`src/rtl/wei_pkg.sv`:
```
// wake event indicator: shared register map, field positions, codes and timing
// assumes a single 250 MHz clock shared by both ends
package wei_pkg;
   localparam int         WEI_AW = 8;
   localparam int         WEI_DW = 32;
   localparam logic [7:0] WEI_OFS_PWC       = 8'h84;
   localparam logic [7:0] WEI_OFS_BYTE_TEST = 8'hA0;
   localparam logic [7:0] WEI_OFS_HARDWARE_CONFIG_REG    = 8'hA4;

   localparam int WEI_B_READY    = 0;
   localparam int WEI_B_OUT_EN   = 1;
   localparam int WEI_B_POL      = 2;
   localparam int WEI_B_PULSE    = 3;
   localparam int WEI_B_CAUSE_ED = 4;
   localparam int WEI_B_CAUSE_LW = 5;
   localparam int WEI_B_TYPE     = 6;
   localparam int WEI_B_ENERGY_DETECT_ENABLE    = 8;
   localparam int WEI_B_LAN_WAKE_ENABLE   = 9;
   localparam int WEI_B_MODE_LO  = 12;
   localparam int WEI_B_MODE_HI  = 13;

   localparam logic [1:0] WEI_CAUSE_NONE   = 2'h0;
   localparam logic [1:0] WEI_CAUSE_ENERGY = 2'h1;
   localparam logic [1:0] WEI_CAUSE_FRAME  = 2'h2;
   localparam logic [1:0] WEI_CAUSE_MULTI  = 2'h3;

   localparam logic [1:0] WEI_MODE_FULL   = 2'h0;
   localparam logic [1:0] WEI_MODE_FRAME  = 2'h1;
   localparam logic [1:0] WEI_MODE_ENERGY = 2'h2;
   localparam logic [1:0] WEI_MODE_RSVD   = 2'h3;

   localparam logic [31:0] WEI_WORD_ZERO = 32'h0;

   localparam int WEI_CLK_KHZ       = 250000;
   localparam int WEI_PULSE_MS      = 50;
   localparam int WEI_PULSE_CYCLES  = WEI_PULSE_MS * WEI_CLK_KHZ;
   localparam int WEI_SETTLE_CYCLES = 16;

   typedef enum logic [1:0]
   {
      WEI_PW_SETTLE = 2'h0,
      WEI_PW_ON     = 2'h1,
      WEI_PW_LOW    = 2'h3
   } wei_pw_e;

   typedef enum logic [1:0]
   {
      WEI_H_IDLE   = 2'h0,
      WEI_H_STROBE = 2'h1,
      WEI_H_WAIT   = 2'h3
   } wei_hst_e;
endpackage

```
`src/rtl/wei_if.sv`:
```
// wake event indicator: register port and wake pin between device and host
// assumes one clock; the wake pin has a pull-up resolved here
`timescale 1ns/1ps
interface wei_if;
   import wei_pkg::*;
   logic [WEI_AW-1:0] addr;
   logic              wr;
   logic              rd;
   logic [WEI_DW-1:0] wdata;
   logic [WEI_DW-1:0] rdata;
   logic              rvalid;
   logic              wake_out;
   logic              wake_oe;
   logic              wake_line;

   // released line floats high through the pull-up
   assign wake_line = wake_oe ? wake_out : 1'h1;

   modport device
   (
      input  addr,
      input  wr,
      input  rd,
      input  wdata,
      output rdata,
      output rvalid,
      output wake_out,
      output wake_oe
   );
   modport host
   (
      output addr,
      output wr,
      output rd,
      output wdata,
      input  rdata,
      input  rvalid,
      input  wake_line
   );
endinterface

```
`src/rtl/wei_device.sv`:
```
// wake event indicator, device end: power/wake control register, cause
// latching, wake pin driver and internal wake interrupt
// assumes event inputs are synchronous levels held until their source clears
//
// Summary of operation
// (RULE_01) lan wake event drives pin and interrupt
// (RULE_02) energy event drives pin and interrupt
// (RULE_03) driver type: clear open-drain, set push-pull
// (RULE_04) open-drain ignores polarity, always active low
// (RULE_05) cause field: 00 none, 01 energy, 10 frame, 11 both
// (RULE_06) cause bits clear by writing one when ready
// (RULE_07) no clear while event source still active
// (RULE_08) pulse mode: pin active for 50 ms
// (RULE_09) static mode: pin held active after event
// (RULE_10) clearing cause or enable releases the pin
// (RULE_11) push-pull polarity: set high, clear low
// (RULE_12) output enable gates pin only, not interrupt
// (RULE_13) ready flag set after settling, always readable
// (RULE_14) host accesses only this register before ready; the host also passes config reads and byte test writes
// (RULE_15) host reads only config and this before ready
// (RULE_16) power mode field: full, frame, energy, reserved
// (RULE_17) byte test write wakes from reduced power
// (RULE_18) each enabled event sets its own cause bit
`timescale 1ns/1ps
module wei_device
   import wei_pkg::*;
#(
   parameter int PULSE_CYCLES  = WEI_PULSE_CYCLES,
   parameter int SETTLE_CYCLES = WEI_SETTLE_CYCLES
)
(
   input  wire logic       i_sys_clk,
   input  wire logic       i_nrst,
   wei_if.device           bus,
   input  wire logic       i_lan_wake_event,
   input  wire logic       i_energy_event,
   output logic            o_wake_interrupt,
   output logic            o_ready,
   output logic [1:0]      o_power_state
);
   localparam int PW = $clog2(PULSE_CYCLES + 1);
   localparam int SW = $clog2(SETTLE_CYCLES + 1);

   logic          lan_wake_enable;
   logic          energy_detect_enable;
   logic          wake_out_driver_type;
   logic          wake_out_pulse_mode;
   logic          wake_out_polarity;
   logic          wake_out_enable;
   logic [1:0]    wake_cause;
   logic [1:0]    power_state_select;
   wei_pw_e       pw_state;
   logic [SW-1:0] settle_cnt;
   logic [PW-1:0] pulse_cnt;
   logic [1:0]    next_wake_cause;
   logic          wr_pwc;
   logic          wr_byte_test;
   logic          ready;
   logic          lan_hit;
   logic          ed_hit;
   logic          new_event;
   logic          armed;
   logic          wake_act;
   logic          clr_ok;
   logic [1:0]    mode_wr;
   logic [31:0]   pwc_image;

   assign wr_pwc       = bus.wr && (bus.addr == WEI_OFS_PWC);
   assign wr_byte_test = bus.wr && (bus.addr == WEI_OFS_BYTE_TEST);
   assign ready        = (pw_state == WEI_PW_ON);
   assign mode_wr      = bus.wdata[WEI_B_MODE_HI:WEI_B_MODE_LO];

   // host-writable configuration
   always_ff @(posedge i_sys_clk)
   begin
      if (!i_nrst)
      begin
         lan_wake_enable      <= 1'h0;
         energy_detect_enable <= 1'h0;
         wake_out_driver_type <= 1'h0;
         wake_out_pulse_mode  <= 1'h0;
         wake_out_polarity    <= 1'h0;
         wake_out_enable      <= 1'h0;
      end
      else if (wr_pwc)
      begin
         lan_wake_enable      <= bus.wdata[WEI_B_LAN_WAKE_ENABLE];
         energy_detect_enable <= bus.wdata[WEI_B_ENERGY_DETECT_ENABLE];
         wake_out_driver_type <= bus.wdata[WEI_B_TYPE];
         wake_out_pulse_mode  <= bus.wdata[WEI_B_PULSE];
         wake_out_polarity    <= bus.wdata[WEI_B_POL];
         wake_out_enable      <= bus.wdata[WEI_B_OUT_EN];
      end
   end

   // power state: settle after reset or wake, then ready
   always_ff @(posedge i_sys_clk)
   begin
      if (!i_nrst)
      begin
         pw_state           <= WEI_PW_SETTLE;
         settle_cnt         <= '0;
         power_state_select <= WEI_MODE_FULL;
      end
      else
      begin
         case (pw_state)
            WEI_PW_SETTLE:
            begin
               if (settle_cnt == SW'(SETTLE_CYCLES - 1))
                  pw_state <= WEI_PW_ON; // [RULE_13]
               else
                  settle_cnt <= settle_cnt + SW'(1);
            end
            WEI_PW_ON:
            begin
               // reserved code is refused and the mode stays full
               if (wr_pwc && (mode_wr == WEI_MODE_FRAME || mode_wr == WEI_MODE_ENERGY))
               begin
                  power_state_select <= mode_wr; // [RULE_16]
                  pw_state           <= WEI_PW_LOW;
               end
            end
            WEI_PW_LOW:
            begin
               if (wr_byte_test)
               begin
                  power_state_select <= WEI_MODE_FULL; // [RULE_17]
                  settle_cnt         <= '0;
                  pw_state           <= WEI_PW_SETTLE;
               end
            end
            default:
               pw_state <= WEI_PW_SETTLE;
         endcase
      end
   end

   // cause latching; a new event wins over a same-cycle clear
   assign lan_hit = i_lan_wake_event && lan_wake_enable;  // [RULE_01]
   assign ed_hit  = i_energy_event && energy_detect_enable; // [RULE_02]
   assign clr_ok  = wr_pwc && ready && (power_state_select == WEI_MODE_FULL); // [RULE_06]

   always_comb
   begin
      next_wake_cause = wake_cause;
      // source must be gone before its bit may clear
      if (clr_ok && bus.wdata[WEI_B_CAUSE_ED] && !i_energy_event) // [RULE_07]
         next_wake_cause[0] = 1'h0;
      if (clr_ok && bus.wdata[WEI_B_CAUSE_LW] && !i_lan_wake_event) // [RULE_07]
         next_wake_cause[1] = 1'h0;
      // bit 0 energy, bit 1 frame, both give the multiple code
      if (ed_hit)
         next_wake_cause[0] = 1'h1; // [RULE_18] [RULE_05]
      if (lan_hit)
         next_wake_cause[1] = 1'h1; // [RULE_18] [RULE_05]
   end

   always_ff @(posedge i_sys_clk)
   begin
      if (!i_nrst)
         wake_cause <= WEI_CAUSE_NONE;
      else
         wake_cause <= next_wake_cause;
   end

   // pulse timer restarts on each newly latched cause
   assign new_event = (ed_hit && !wake_cause[0]) || (lan_hit && !wake_cause[1]);

   always_ff @(posedge i_sys_clk)
   begin
      if (!i_nrst)
         pulse_cnt <= '0;
      else if (new_event)
         pulse_cnt <= PW'(PULSE_CYCLES); // [RULE_08]
      else if (pulse_cnt != '0)
         pulse_cnt <= pulse_cnt - PW'(1);
   end

   assign armed    = (wake_cause[0] && energy_detect_enable)
                  || (wake_cause[1] && lan_wake_enable); // [RULE_10]
   assign wake_act = armed && wake_out_enable // [RULE_12]
                  && (!wake_out_pulse_mode || (pulse_cnt != '0)); // [RULE_08] [RULE_09]

   // pin driver and interrupt
   always_ff @(posedge i_sys_clk)
   begin
      if (!i_nrst)
      begin
         bus.wake_out     <= 1'h0;
         bus.wake_oe      <= 1'h0;
         o_wake_interrupt <= 1'h0;
      end
      else
      begin
         o_wake_interrupt <= armed; // [RULE_01] [RULE_02] [RULE_12]
         if (wake_out_driver_type)
         begin
            bus.wake_oe  <= 1'h1; // [RULE_03]
            bus.wake_out <= wake_out_polarity ? wake_act : !wake_act; // [RULE_11]
         end
         else
         begin
            bus.wake_oe  <= wake_act; // [RULE_03]
            bus.wake_out <= 1'h0; // [RULE_04]
         end
      end
   end

   always_comb
   begin
      pwc_image                               = WEI_WORD_ZERO;
      pwc_image[WEI_B_MODE_HI:WEI_B_MODE_LO]  = power_state_select;
      pwc_image[WEI_B_LAN_WAKE_ENABLE]                 = lan_wake_enable;
      pwc_image[WEI_B_ENERGY_DETECT_ENABLE]                  = energy_detect_enable;
      pwc_image[WEI_B_TYPE]                   = wake_out_driver_type;
      pwc_image[WEI_B_CAUSE_LW:WEI_B_CAUSE_ED] = wake_cause; // [RULE_05]
      pwc_image[WEI_B_PULSE]                  = wake_out_pulse_mode;
      pwc_image[WEI_B_POL]                    = wake_out_polarity;
      pwc_image[WEI_B_OUT_EN]                 = wake_out_enable;
      pwc_image[WEI_B_READY]                  = ready;
   end

   // reads answer one cycle later in every power state
   always_ff @(posedge i_sys_clk)
   begin
      if (!i_nrst)
      begin
         bus.rvalid    <= 1'h0;
         bus.rdata     <= WEI_WORD_ZERO;
         o_ready       <= 1'h0;
         o_power_state <= WEI_MODE_FULL;
      end
      else
      begin
         bus.rvalid    <= bus.rd;
         o_ready       <= ready;
         o_power_state <= power_state_select;
         if (bus.rd && bus.addr == WEI_OFS_PWC)
            bus.rdata <= pwc_image; // [RULE_13]
         else if (bus.rd)
            bus.rdata <= WEI_WORD_ZERO;
      end
   end
endmodule

```
`src/flat_wrapper.sv`:
```
// flat-port wrapper written by rule: the top's interface ports become plain ports
module wei_device_flat import wei_pkg::*;
#(
   parameter int PULSE_CYCLES  = WEI_PULSE_CYCLES,
   parameter int SETTLE_CYCLES = WEI_SETTLE_CYCLES
)
  (i_sys_clk, i_nrst, i_lan_wake_event, i_energy_event, o_wake_interrupt, o_ready, o_power_state, bus_addr, bus_wr, bus_rd, bus_wdata, bus_rdata, bus_rvalid, bus_wake_out, bus_wake_oe);
  wei_if bus_i ();
  input  wire logic i_sys_clk;
  input  wire logic i_nrst;
  input  wire logic i_lan_wake_event;
  input  wire logic i_energy_event;
  output logic o_wake_interrupt;
  output logic o_ready;
  output logic [1:0] o_power_state;
  input wire logic [$bits(bus_i.addr)-1:0] bus_addr;
  input wire logic [$bits(bus_i.wr)-1:0] bus_wr;
  input wire logic [$bits(bus_i.rd)-1:0] bus_rd;
  input wire logic [$bits(bus_i.wdata)-1:0] bus_wdata;
  output wire logic [$bits(bus_i.rdata)-1:0] bus_rdata;
  output wire logic [$bits(bus_i.rvalid)-1:0] bus_rvalid;
  output wire logic [$bits(bus_i.wake_out)-1:0] bus_wake_out;
  output wire logic [$bits(bus_i.wake_oe)-1:0] bus_wake_oe;
  assign bus_i.addr = bus_addr;
  assign bus_i.wr = bus_wr;
  assign bus_i.rd = bus_rd;
  assign bus_i.wdata = bus_wdata;
  assign bus_rdata = bus_i.rdata;
  assign bus_rvalid = bus_i.rvalid;
  assign bus_wake_out = bus_i.wake_out;
  assign bus_wake_oe = bus_i.wake_oe;
  wei_device #(.PULSE_CYCLES(PULSE_CYCLES), .SETTLE_CYCLES(SETTLE_CYCLES)) u_core (.i_sys_clk(i_sys_clk), .i_nrst(i_nrst), .bus(bus_i), .i_lan_wake_event(i_lan_wake_event), .i_energy_event(i_energy_event), .o_wake_interrupt(o_wake_interrupt), .o_ready(o_ready), .o_power_state(o_power_state));
endmodule
```
`config.mk`:
```
export PLATFORM = sky130hd
export DESIGN_NAME = wei_device_flat
export DESIGN_NICKNAME = d
export VERILOG_FILES = /design/src/rtl/wei_pkg.sv /design/src/rtl/wei_if.sv /design/src/rtl/wei_device.sv /design/src/flat_wrapper.sv
export SDC_FILE = /design/constraint.sdc
export NUM_CORES = 1
export LEC_CHECK = 0
export BUFFER_PORTS_ARGS = -buffer_cell sky130_fd_sc_hd__buf_2
export CORE_ASPECT_RATIO = 1.25
export CORE_UTILIZATION = 40
export CTS_CLUSTER_SIZE = 12
export DETAILED_ROUTE_END_ITERATION = 6
export SLEW_MARGIN = 20
export SYNTH_ARGS = -nofsm -noshare
export SYNTH_HDL_FRONTEND = slang
export SYNTH_SLANG_ARGS = --single-unit
export TNS_END_PERCENT = 50
```
`constraint.sdc`:
```
create_clock -name i_sys_clk -period 2.5 [get_ports i_sys_clk]
set_input_delay 0.25 -clock i_sys_clk [delete_from_list [all_inputs] [get_ports i_sys_clk]]
set_output_delay 0.25 -clock i_sys_clk [all_outputs]
set_load 0.005 [all_outputs]
```
==> results of run 1 <==
[registers in the layout, indices dropped and copies added, names as in the netlist]
name / flops
u_core.power_state_select: 2
u_core.o_power_state: 2
u_core.settle_cnt: 5
u_core.o_ready: 1
u_core.bus.wake_out: 1
u_core.bus.wake_oe: 1
u_core.wake_out_driver_type: 1
u_core.bus.rvalid: 1
u_core.wake_cause: 2
u_core.wake_out_pulse_mode: 1
u_core.bus.rdata: 11
u_core.wake_out_polarity: 1
u_core.o_wake_interrupt: 1
u_core.energy_detect_enable: 1
u_core.pulse_cnt: 24
u_core.pw_state: 2
u_core.wake_out_enable: 1
u_core.lan_wake_enable: 1
[power groups by stage]
stage,sequential (W),clock [W],combinational [W]
after floorplan,0.00125,0,0.00111
after global placement,0.00127,0,0.00130
after detailed placement,0.00128,0,0.00131
after CTS,0.00127,0.00101,0.00132
after global routing,0.00129,0.00105,0.00147
final,0.00127,0.000983,0.00132
[worst max-delay path, stage by stage (launching register included)]
cell and delay (ns):
dfxtp_1 0.32, inv_1 0.12, ha_1 0.16, nor3b_1 0.36, nand3_2 0.37, o31a_1 0.42
xnor2_1 0.13, and3_1 0.17
[cell type report]
| type | instances | area (sq um) |
|---|---|---|
| multi-input combinational | 222 | 1520 |
| clock inverter | 5 | 75.1 |
| fill | 681 | 3610 |
| inverter | 11 | 41.3 |
| timing repair buffer | 47 | 250 |
| sequential | 59 | 1180 |
| clock buffer | 11 | 151 |
| tap | 90 | 113 |
[how the worst max path moves through the flow]
stage	slack, ns	cells after the start	endpoint	start
2_1_floorplan	0.71	8	u_core.pulse_cnt[16]	u_core.pulse_cnt[0]
3_3_place_gp	0.37	7	u_core.bus.wake_out	u_core.pulse_cnt[0]
3_5_place_dp	0.36	7	u_core.bus.wake_out	u_core.pulse_cnt[0]
4_1_cts	0.36	7	u_core.bus.wake_out	u_core.pulse_cnt[0]
5_1_grt	0.18	7	u_core.bus.wake_out	u_core.pulse_cnt[0]
6_report	0.36	7	u_core.bus.wake_out	u_core.pulse_cnt[0]
[cell usage in the layout, fill, tap and decap left out, drive strengths merged, types with 2 or more instances in the layout]
cell type	instances
a21boi	13
a21oi	8
a22o	11
and2	5
and3	3
and4b	2
buf	47
bufinv	2
clkbuf	11
clkinv	3
conb	21
dfxtp	59
ha	7
inv	11
mux2i	6
nand2	10
nand2b	7
nand3	8
nand3b	2
nand4	7
nor2	17
nor2b	13
nor3	6
nor3b	7
nor4	8
nor4b	2
o211ai	3
o21a	2
o21ai	12
o31a	5
o31ai	2
or4	3
xnor2	5
xor2	15
[metrics by stage]
stage	area (sq um)	hold slack, ns	utilization	power (W)
final	3330	0.148	0.480	0.00357
after global placement	3100	0.444	0.447	0.00257
after CTS	3330	0.139	0.480	0.00359
after floorplan	2940	0.386	-	0.00235
after detailed placement	3100	0.453	0.447	0.00260
after global routing	3330	0.142	0.480	0.00381
[cell families (layout without fill, tap and decap cells)]
group	count (synthesis)	in the layout
AO/OA/AOI/OAI	63	63
adder cells (fa/ha/maj)	7	7
flip-flops	59	59
other	1	21
multiplexers	6	6
AND/OR/NAND/NOR	105	105
buffers and inverters	44	74
XOR/XNOR	20	20
[routing by layer]
metal  global-route usage  up-vias  share of wire
li1                     -     1135              -
met1                0.195     1057           0.45
met5                    0        -              0
met2                0.270       42           0.49
met4               0.0943        0          0.023
met3               0.0406       10          0.034
[cells in the mapped netlist (all sizes together) (2+ instances only)]
library cell / n / share of area
and3: 3 / 0.0065
and4b: 2 / 0.0070
dfxtp: 59 / 0.41
xnor2: 5 / 0.015
nor3: 6 / 0.014
nor3b: 7 / 0.018
o21a: 2 / 0.0052
o31a: 5 / 0.016
o21ai: 12 / 0.022
and2: 5 / 0.011
nor4b: 2 / 0.0061
ha: 7 / 0.031
nand2: 10 / 0.013
or4: 3 / 0.0092
nor4: 8 / 0.023
mux2i: 6 / 0.021
nand2b: 7 / 0.015
nor2b: 13 / 0.028
nor2: 17 / 0.024
inv: 11 / 0.014
o211ai: 3 / 0.0078
buf: 22 / 0.057
xor2: 15 / 0.046
nand4: 7 / 0.017
clkbuf: 11 / 0.015
a22o: 11 / 0.034
nand3b: 2 / 0.0052
o31ai: 2 / 0.0052
a21boi: 13 / 0.034
a21oi: 8 / 0.015
nand3: 8 / 0.016
==> reports/qor.yml, run 1 <==
status:
  status: "completed"
clock_network:
  clk_latency_ns: 0.34
  cts.sinks: 59
  cts_setup_buffers: 0
  cts_max_level: 3
  clockBufferDepth: 2
  cts_hold_buf: 0
  clockRootBuffer: "clkbuf_8"
  clk_pin_slew_ns: 0.07
  cts_buffers: 9
  tritoncts: "built"
  ctsResizeCount: 0
logic_synthesis:
  synth_edf_count: 0
  netlist_instances: 305
  synth_xor_area_frac: 0.0611
  yosys_warnings: 0
  synth-adder-area-share: 0.0305
  syn-cell-area_sq_um: 2870
  synth_flop_cell: "dfxtp_1"
  synth_cell_types: 57
  seq_area_frac_synth: 0.412
  muxShareOfSynthArea: 0.0209
  syn_area_per_cell_sq_um: 9.41
  synthSimpleGateAreaFrac: 0.229
  async_reset_ff_frac: 0
  synth_compound_area_frac: 0.160
  synth_top_family_by_area: "simple AND/OR/NAND/NOR gates"
  yosys_register_bits: 59
sta:
  final-max-slew-violation-count: 0
  fin_crit_sh: 0.856
  slew_headroom: 0.642
  setup_viol: 0
  min_period_ns: 2.14
  fmax_mhz: 467
  hold_viol: 0
  rsz0062_at_grt: "false"
  fin_worst_skew_ns: 0.00569
  layout_setup_ws_ns: 0.360
  tns_ns: 0
  tightest_slew_ns: 0.533
power_and_ir_drop:
  clock_power_share: 0.275
  swShare: 0.364
  internal_power_w: 0.00227
  pwr-share-seq: 0.354
  p_leak_nw: 1.37
  p_switching_w: 0.00130
  powerDensity_nw_per_um2: 1070
  max-vdd-ir-drop_v: 0.000423
  p_comb_frac: 0.370
floorplan:
  rows: 34
  die_area_sq_um: 7520
  start_util: 0.414
  ios: 85
  die_w_um: 77.8
  core_sq_um: 6930
  die_h_um: 96.7
critical_path:
  end_kind: "flop"
  cp.required_ns: 2.73
  rrSetupSlack_ns: 0.36
  reg2reg_to: "u_core.bus.wake_out"
  worstPathMaxFanout: 16
  path_class: "reg -> reg"
  rr_startpoint: "u_core.pulse_cnt[0]"
  arrival_ns: 2.37
  setup.worst_path.start_class: "flop"
  r2r_cells: 7
placed_design:
  gp_congestion: 0.753
  io_buffers: 41
  dp_hpwl_um: 4190
  post-place-ws_ns: 0.363
  placed_cells: 429
route:
  ant_nets: 0
  drt_iter0_markers: 115
  vias_per_cell: 5.04
  vias: 2244
  first_pass_iters: 4
  post-route-drc-count: 0
  wl_per_cell_um: 13.1
  routed_wl_um: 5820
run:
  drv_cap: 0
hold_path:
  whs_endpoint: "u_core.bus.rvalid"
  hold_start: "bus_rd"
  hold_depth: 2
  holdCritPathClass: "in -> reg"
global_route:
  antenna_found_initial: 0
  grt.overflow.total: 0
  grt_start_max_net_pins: 21
  grt_pass1_wl_um: 9540
  grt_usage: 0.165
  grt_pass1_vias: 2100
finish:
  num-nets-final: 403
  instances_no_fill: 445
  area_growth_pct: 16.0
  layout-drive-gt1-share: 0.211
  n_antenna_cell: 0
No activity file was read; power rests on OpenSTA's default activity.
==> run 2: changes to the inputs <==
--- a/config.mk
+++ b/config.mk
@@ -8,7 +8,7 @@
 export BUFFER_PORTS_ARGS = -buffer_cell sky130_fd_sc_hd__buf_2
 export CORE_ASPECT_RATIO = 1.25
 export CORE_UTILIZATION = 40
-export CTS_CLUSTER_SIZE = 12
+export CTS_CLUSTER_SIZE = 30
 export DETAILED_ROUTE_END_ITERATION = 6
 export SLEW_MARGIN = 20
 export SYNTH_ARGS = -nofsm -noshare
==> constraint.sdc (replaced) <==
create_clock -name i_sys_clk -period 2.2 [get_ports i_sys_clk]
set_input_delay 0.22 -clock i_sys_clk [delete_from_list [all_inputs] [get_ports i_sys_clk]]
set_output_delay 0.22 -clock i_sys_clk [all_outputs]
set_load 0.005 [all_outputs]
==> reports/qor.yml, run 2 (same netlist as run 1, synthesis figures left out) <==
status:
  status: "completed"
sta:
  fin_worst_skew_ns: 0.00998
  slew_headroom: 0.663
  setup_viol: 0
  tns_ns: 0
  fin_crit_sh: 0.891
  layout_setup_ws_ns: 0.239
  tightest_slew_ns: 0.501
  hold_viol: 0
  min_period_ns: 1.96
  fmax_mhz: 510
  rsz0062_at_grt: "false"
  final-max-slew-violation-count: 0
route:
  post-route-drc-count: 0
  wl_met3_um: 190
  wl_met1_um: 2680
  wl_per_cell_um: 12.8
  vias_per_cell: 4.94
  ant_nets: 0
  top_layer_used: "met4"
  vias: 2222
  first_pass_iters: 4
  drt_iter0_markers: 73
  routed_wl_um: 5760
  wl_met2_um: 2810
critical_path:
  worstPathMaxFanout: 9
  arrival_ns: 2.15
  path_class: "reg -> reg"
  cp.required_ns: 2.39
  r2r_cells: 8
  setup.worst_path.start_class: "flop"
  end_kind: "flop"
finish:
  area_growth_pct: 18.5
  final_core_util: 0.490
  multiInputGateArea_sq_um: 1520
  n_antenna_cell: 0
  num-nets-final: 408
  seqCellArea_sq_um: 1180
  layout-drive-gt1-share: 0.222
  largest_register: "u_core.pulse_cnt"
  final_cell_mix: "dfxtp_1 (59), buf_2 (41), conb_1 (21)"
  fillers: 660
  mostFrequentLayoutCell: "dfxtp_1"
  biggestRegsByFlops: "u_core.pulse_cnt: 24 flops, u_core.bus.rdata: 11 flops, u_core.settle_cnt: 5 flops"
  largest_reg_flops: 24
clock_network:
  clockRootBuffer: "clkbuf_8"
  tritoncts: "built"
  ctsResizeCount: 0
  cts_max_level: 3
  clockBufferDepth: 2
  clk_pin_slew_ns: 0.06
  cts.sinks: 59
  cts_hold_buf: 0
  cts_setup_buffers: 0
  clk_latency_ns: 0.33
  cts_buffers: 9
floorplan:
  rows: 34
  die_h_um: 96.7
  die_w_um: 77.8
  ios: 85
  start_util: 0.414
  core_sq_um: 6930
  die_area_sq_um: 7520
global_route:
  grt_start_max_net_pins: 28
  antenna_found_initial: 0
  grt.overflow.total: 0
  grt_pass1_vias: 2082
  grt_usage: 0.166
  grt_pass1_wl_um: 9850
placed_design:
  post-place-ws_ns: 0.235
  io_buffers: 41
  gp_congestion: 0.751
  dp_hpwl_um: 4180
run:
  drv_cap: 0
power_and_ir_drop:
  finalPower_w: 0.00427
  max-vdd-ir-drop_v: 0.000538
  powerDensity_nw_per_um2: 1250
  p_leak_nw: 1.41
hold_path:
  holdCritPathClass: "in -> reg"
  hold_depth: 2
-- run 2: worst max-delay path: stages (launching register included) --
cell	delay, ns
dfxtp_1	0.31
inv_1	0.11
ha_1	0.15
nor3b_1	0.30
nand3_2	0.25
buf_4	0.24
o21ai_0	0.21
xor2_1	0.16
a21boi_0	0.10
-- run 2: layout make-up --
class / instances / area share
well taps: 90 / 0.0331
repair buffers: 52 / 0.0847
clock inverters: 4 / 0.0280
multi-input cells: 222 / 0.446
flip-flops and latches: 59 / 0.347
inverters: 11 / 0.0121
clock buffers: 12 / 0.0486
-- run 2: through the flow --
stage          hold slack, ns  instance area [sq um]  instances
2_1_floorplan           0.356                   2940        325
3_3_place_gp            0.443                   3140        434
3_5_place_dp            0.449                   3140        434
4_1_cts                 0.114                   3400        450
5_1_grt                 0.122                   3400        450
6_report                0.132                   3400        450
-- run 2: layer usage --
| metal | up-vias | GRT usage |
|---|---|---|
| met5 | - | 0 |
| met4 | 0 | 0.0697 |
| met3 | 6 | 0.0509 |
| met2 | 32 | 0.272 |
| met1 | 1044 | 0.199 |
| li1 | 1140 | - |
-- run 2: worst paths after layout --
path | slack [ns] | end | from
worst max-delay path | 0.24 | u_core.pulse_cnt[12] | u_core.pulse_cnt[0]
worst min-delay path | 0.13 | u_core.bus.rvalid | bus_rd
worst max register to register | 0.24 | u_core.pulse_cnt[12] | u_core.pulse_cnt[0]
worst min register to register | 0.46 | u_core.settle_cnt[3] | u_core.settle_cnt[3]
-- run 2: power breakdown --
part	total [W]	internal [W]	switching (W)
clock network	0.00126	0.000843	0.000417
logic	0.00158	0.000716	0.000859
registers	0.00143	0.00125	0.000184
==> run 3: changes to the inputs <==
--- a/config.mk
+++ b/config.mk
@@ -7,6 +7,7 @@
 export LEC_CHECK = 0
 export BUFFER_PORTS_ARGS = -buffer_cell sky130_fd_sc_hd__buf_2
 export CORE_ASPECT_RATIO = 1.25
+export CORE_MARGIN = 4
 export CORE_UTILIZATION = 40
 export CTS_CLUSTER_SIZE = 30
 export DETAILED_ROUTE_END_ITERATION = 6
==> reports/qor.yml, run 3 (same netlist as run 1, synthesis figures left out) <==
route:
  wl_per_cell_um: 13.2
  routed_wl_um: 5940
  vias_per_cell: 5.05
  post-route-drc-count: 0
  ant_nets: 0
  first_pass_iters: 4
  drt_iter0_markers: 88
  vias: 2279
placed_design:
  dp_hpwl_um: 4440
  gp_congestion: 0.738
  placed_area_sq_um: 3150
  io_buffers: 41
  post-place-ws_ns: 0.285
power_and_ir_drop:
  clock_power_share: 0.287
  swShare: 0.358
  internal_power_w: 0.00275
  p_leak_nw: 1.40
  powerDensity_nw_per_um2: 1260
  max-vdd-ir-drop_v: 0.000494
  p_switching_w: 0.00153
  p_comb_frac: 0.378
  pwr-share-seq: 0.334
sta:
  hold_viol: 0
  tightest_slew_ns: 0.907
  layout_setup_ws_ns: 0.279
  fin_crit_sh: 0.873
  tns_ns: 0
  final-max-slew-violation-count: 0
  rsz0062_at_grt: "false"
  fin_worst_skew_ns: 0.00707
  fmax_mhz: 521
  min_period_ns: 1.92
  slew_headroom: 0.394
  setup_viol: 0
floorplan:
  rows: 34
  die_w_um: 83.8
  die_area_sq_um: 8600
  start_util: 0.411
  die_h_um: 103
  core_sq_um: 6980
  ios: 85
finish:
  multiInputGateArea_sq_um: 1520
  largest_reg_flops: 24
  largest_register: "u_core.pulse_cnt"
  num-nets-final: 409
  biggestRegsByFlops: "u_core.pulse_cnt: 24 flops, u_core.bus.rdata: 11 flops, u_core.settle_cnt: 5 flops"
  final_cell_mix: "dfxtp_1 (59), buf_2 (41), conb_1 (21)"
  final_core_util: 0.487
  layout-drive-gt1-share: 0.224
  mostFrequentLayoutCell: "dfxtp_1"
  final_cell_area_sq_um: 3400
  area_growth_pct: 18.4
  seqCellArea_sq_um: 1180
  fillers: 682
  n_antenna_cell: 0
clock_network:
  cts_setup_buffers: 0
  clk_pin_slew_ns: 0.07
  cts_buffers: 9
  clockRootBuffer: "clkbuf_8"
  cts_max_level: 3
  cts.sinks: 59
  tritoncts: "built"
  clk_latency_ns: 0.34
  cts_hold_buf: 0
  clockBufferDepth: 2
  ctsResizeCount: 0
global_route:
  grt_util_met1: 0.165
  grt_start_max_net_pins: 21
  grt.overflow.total: 0
  grt_pass1_vias: 2184
  antenna_found_initial: 0
  grt_busiest_layer: "met2"
  grt_pass1_wl_um: 10100
  grt_usage: 0.146
  use_met2: 0.252
  grt_util_met3: 0.0472
critical_path:
  crit_end: "u_core.pulse_cnt[5]"
  reg2reg_to: "u_core.pulse_cnt[5]"
  cp.required_ns: 2.43
  worstPathMaxFanout: 7
  arrival_ns: 2.16
  critPathLaunch: "u_core.pulse_cnt[0]"
  r2r_cells: 9
  rrSetupSlack_ns: 0.28
  end_kind: "flop"
  rr_startpoint: "u_core.pulse_cnt[0]"
  path_class: "reg -> reg"
  setup.worst_path.start_class: "flop"
run:
  drv_cap: 0
status:
  status: "completed"
hold_path:
  holdCritPathClass: "in -> reg"
==> run 3: worst min-delay path by stage <==
stage,slack (ns),cells past startpoint,start,endpoint
6_report,0.12,2,bus_rd,u_core.bus.rvalid
5_1_grt,0.12,2,bus_rd,u_core.bus.rvalid
4_1_cts,0.11,2,bus_rd,u_core.bus.rvalid
3_5_place_dp,0.45,1,u_core.settle_cnt[3],u_core.settle_cnt[3]
3_3_place_gp,0.44,2,u_core.settle_cnt[4],u_core.settle_cnt[4]
2_1_floorplan,0.36,1,bus_rd,u_core.bus.rvalid
==> run 3: final cells by class <==
cell class	instances	area share
Clock buffer	9	0.0365
Inverter	11	0.0122
Sequential cell	59	0.348
Clock inverter	7	0.0368
Multi-Input combinational cell	222	0.447
Tap cell	90	0.0332
Timing Repair Buffer	53	0.0870
==> run 3: power groups by stage <==
stage / logic (W) / clock network, W / registers (W)
floorplan: 0.00126 / 0 / 0.00142
global placement: 0.00160 / 0 / 0.00145
detailed placement: 0.00162 / 0 / 0.00145
CTS: 0.00163 / 0.00125 / 0.00143
global route: 0.00183 / 0.00131 / 0.00145
finish: 0.00162 / 0.00123 / 0.00143
==> run 3: through the flow <==
step,hold WS (ns),std cells,power (W)
3_5_place_dp,0.450,435,0.00308
3_3_place_gp,0.440,435,0.00304
5_1_grt,0.119,451,0.00459
2_1_floorplan,0.356,325,0.00267
6_report,0.117,451,0.00428
4_1_cts,0.111,451,0.00432
==> run 3: per-layer routing <==
metal	share of wire	up-vias
li1	-	1140
met1	0.43	1090
met2	0.51	38
met3	0.037	11
met4	0.021	0
met5	0	-
==> run 3: worst max-delay path, cell delays in order, from the launching register on <==
cell and delay (ns):
dfxtp_1 0.35, inv_1 0.09, ha_1 0.20, nor3b_1 0.15, nand3_2 0.15, buf_4 0.16
nor2_2 0.04, buf_4 0.14, o31a_2 0.31, o31a_1 0.23
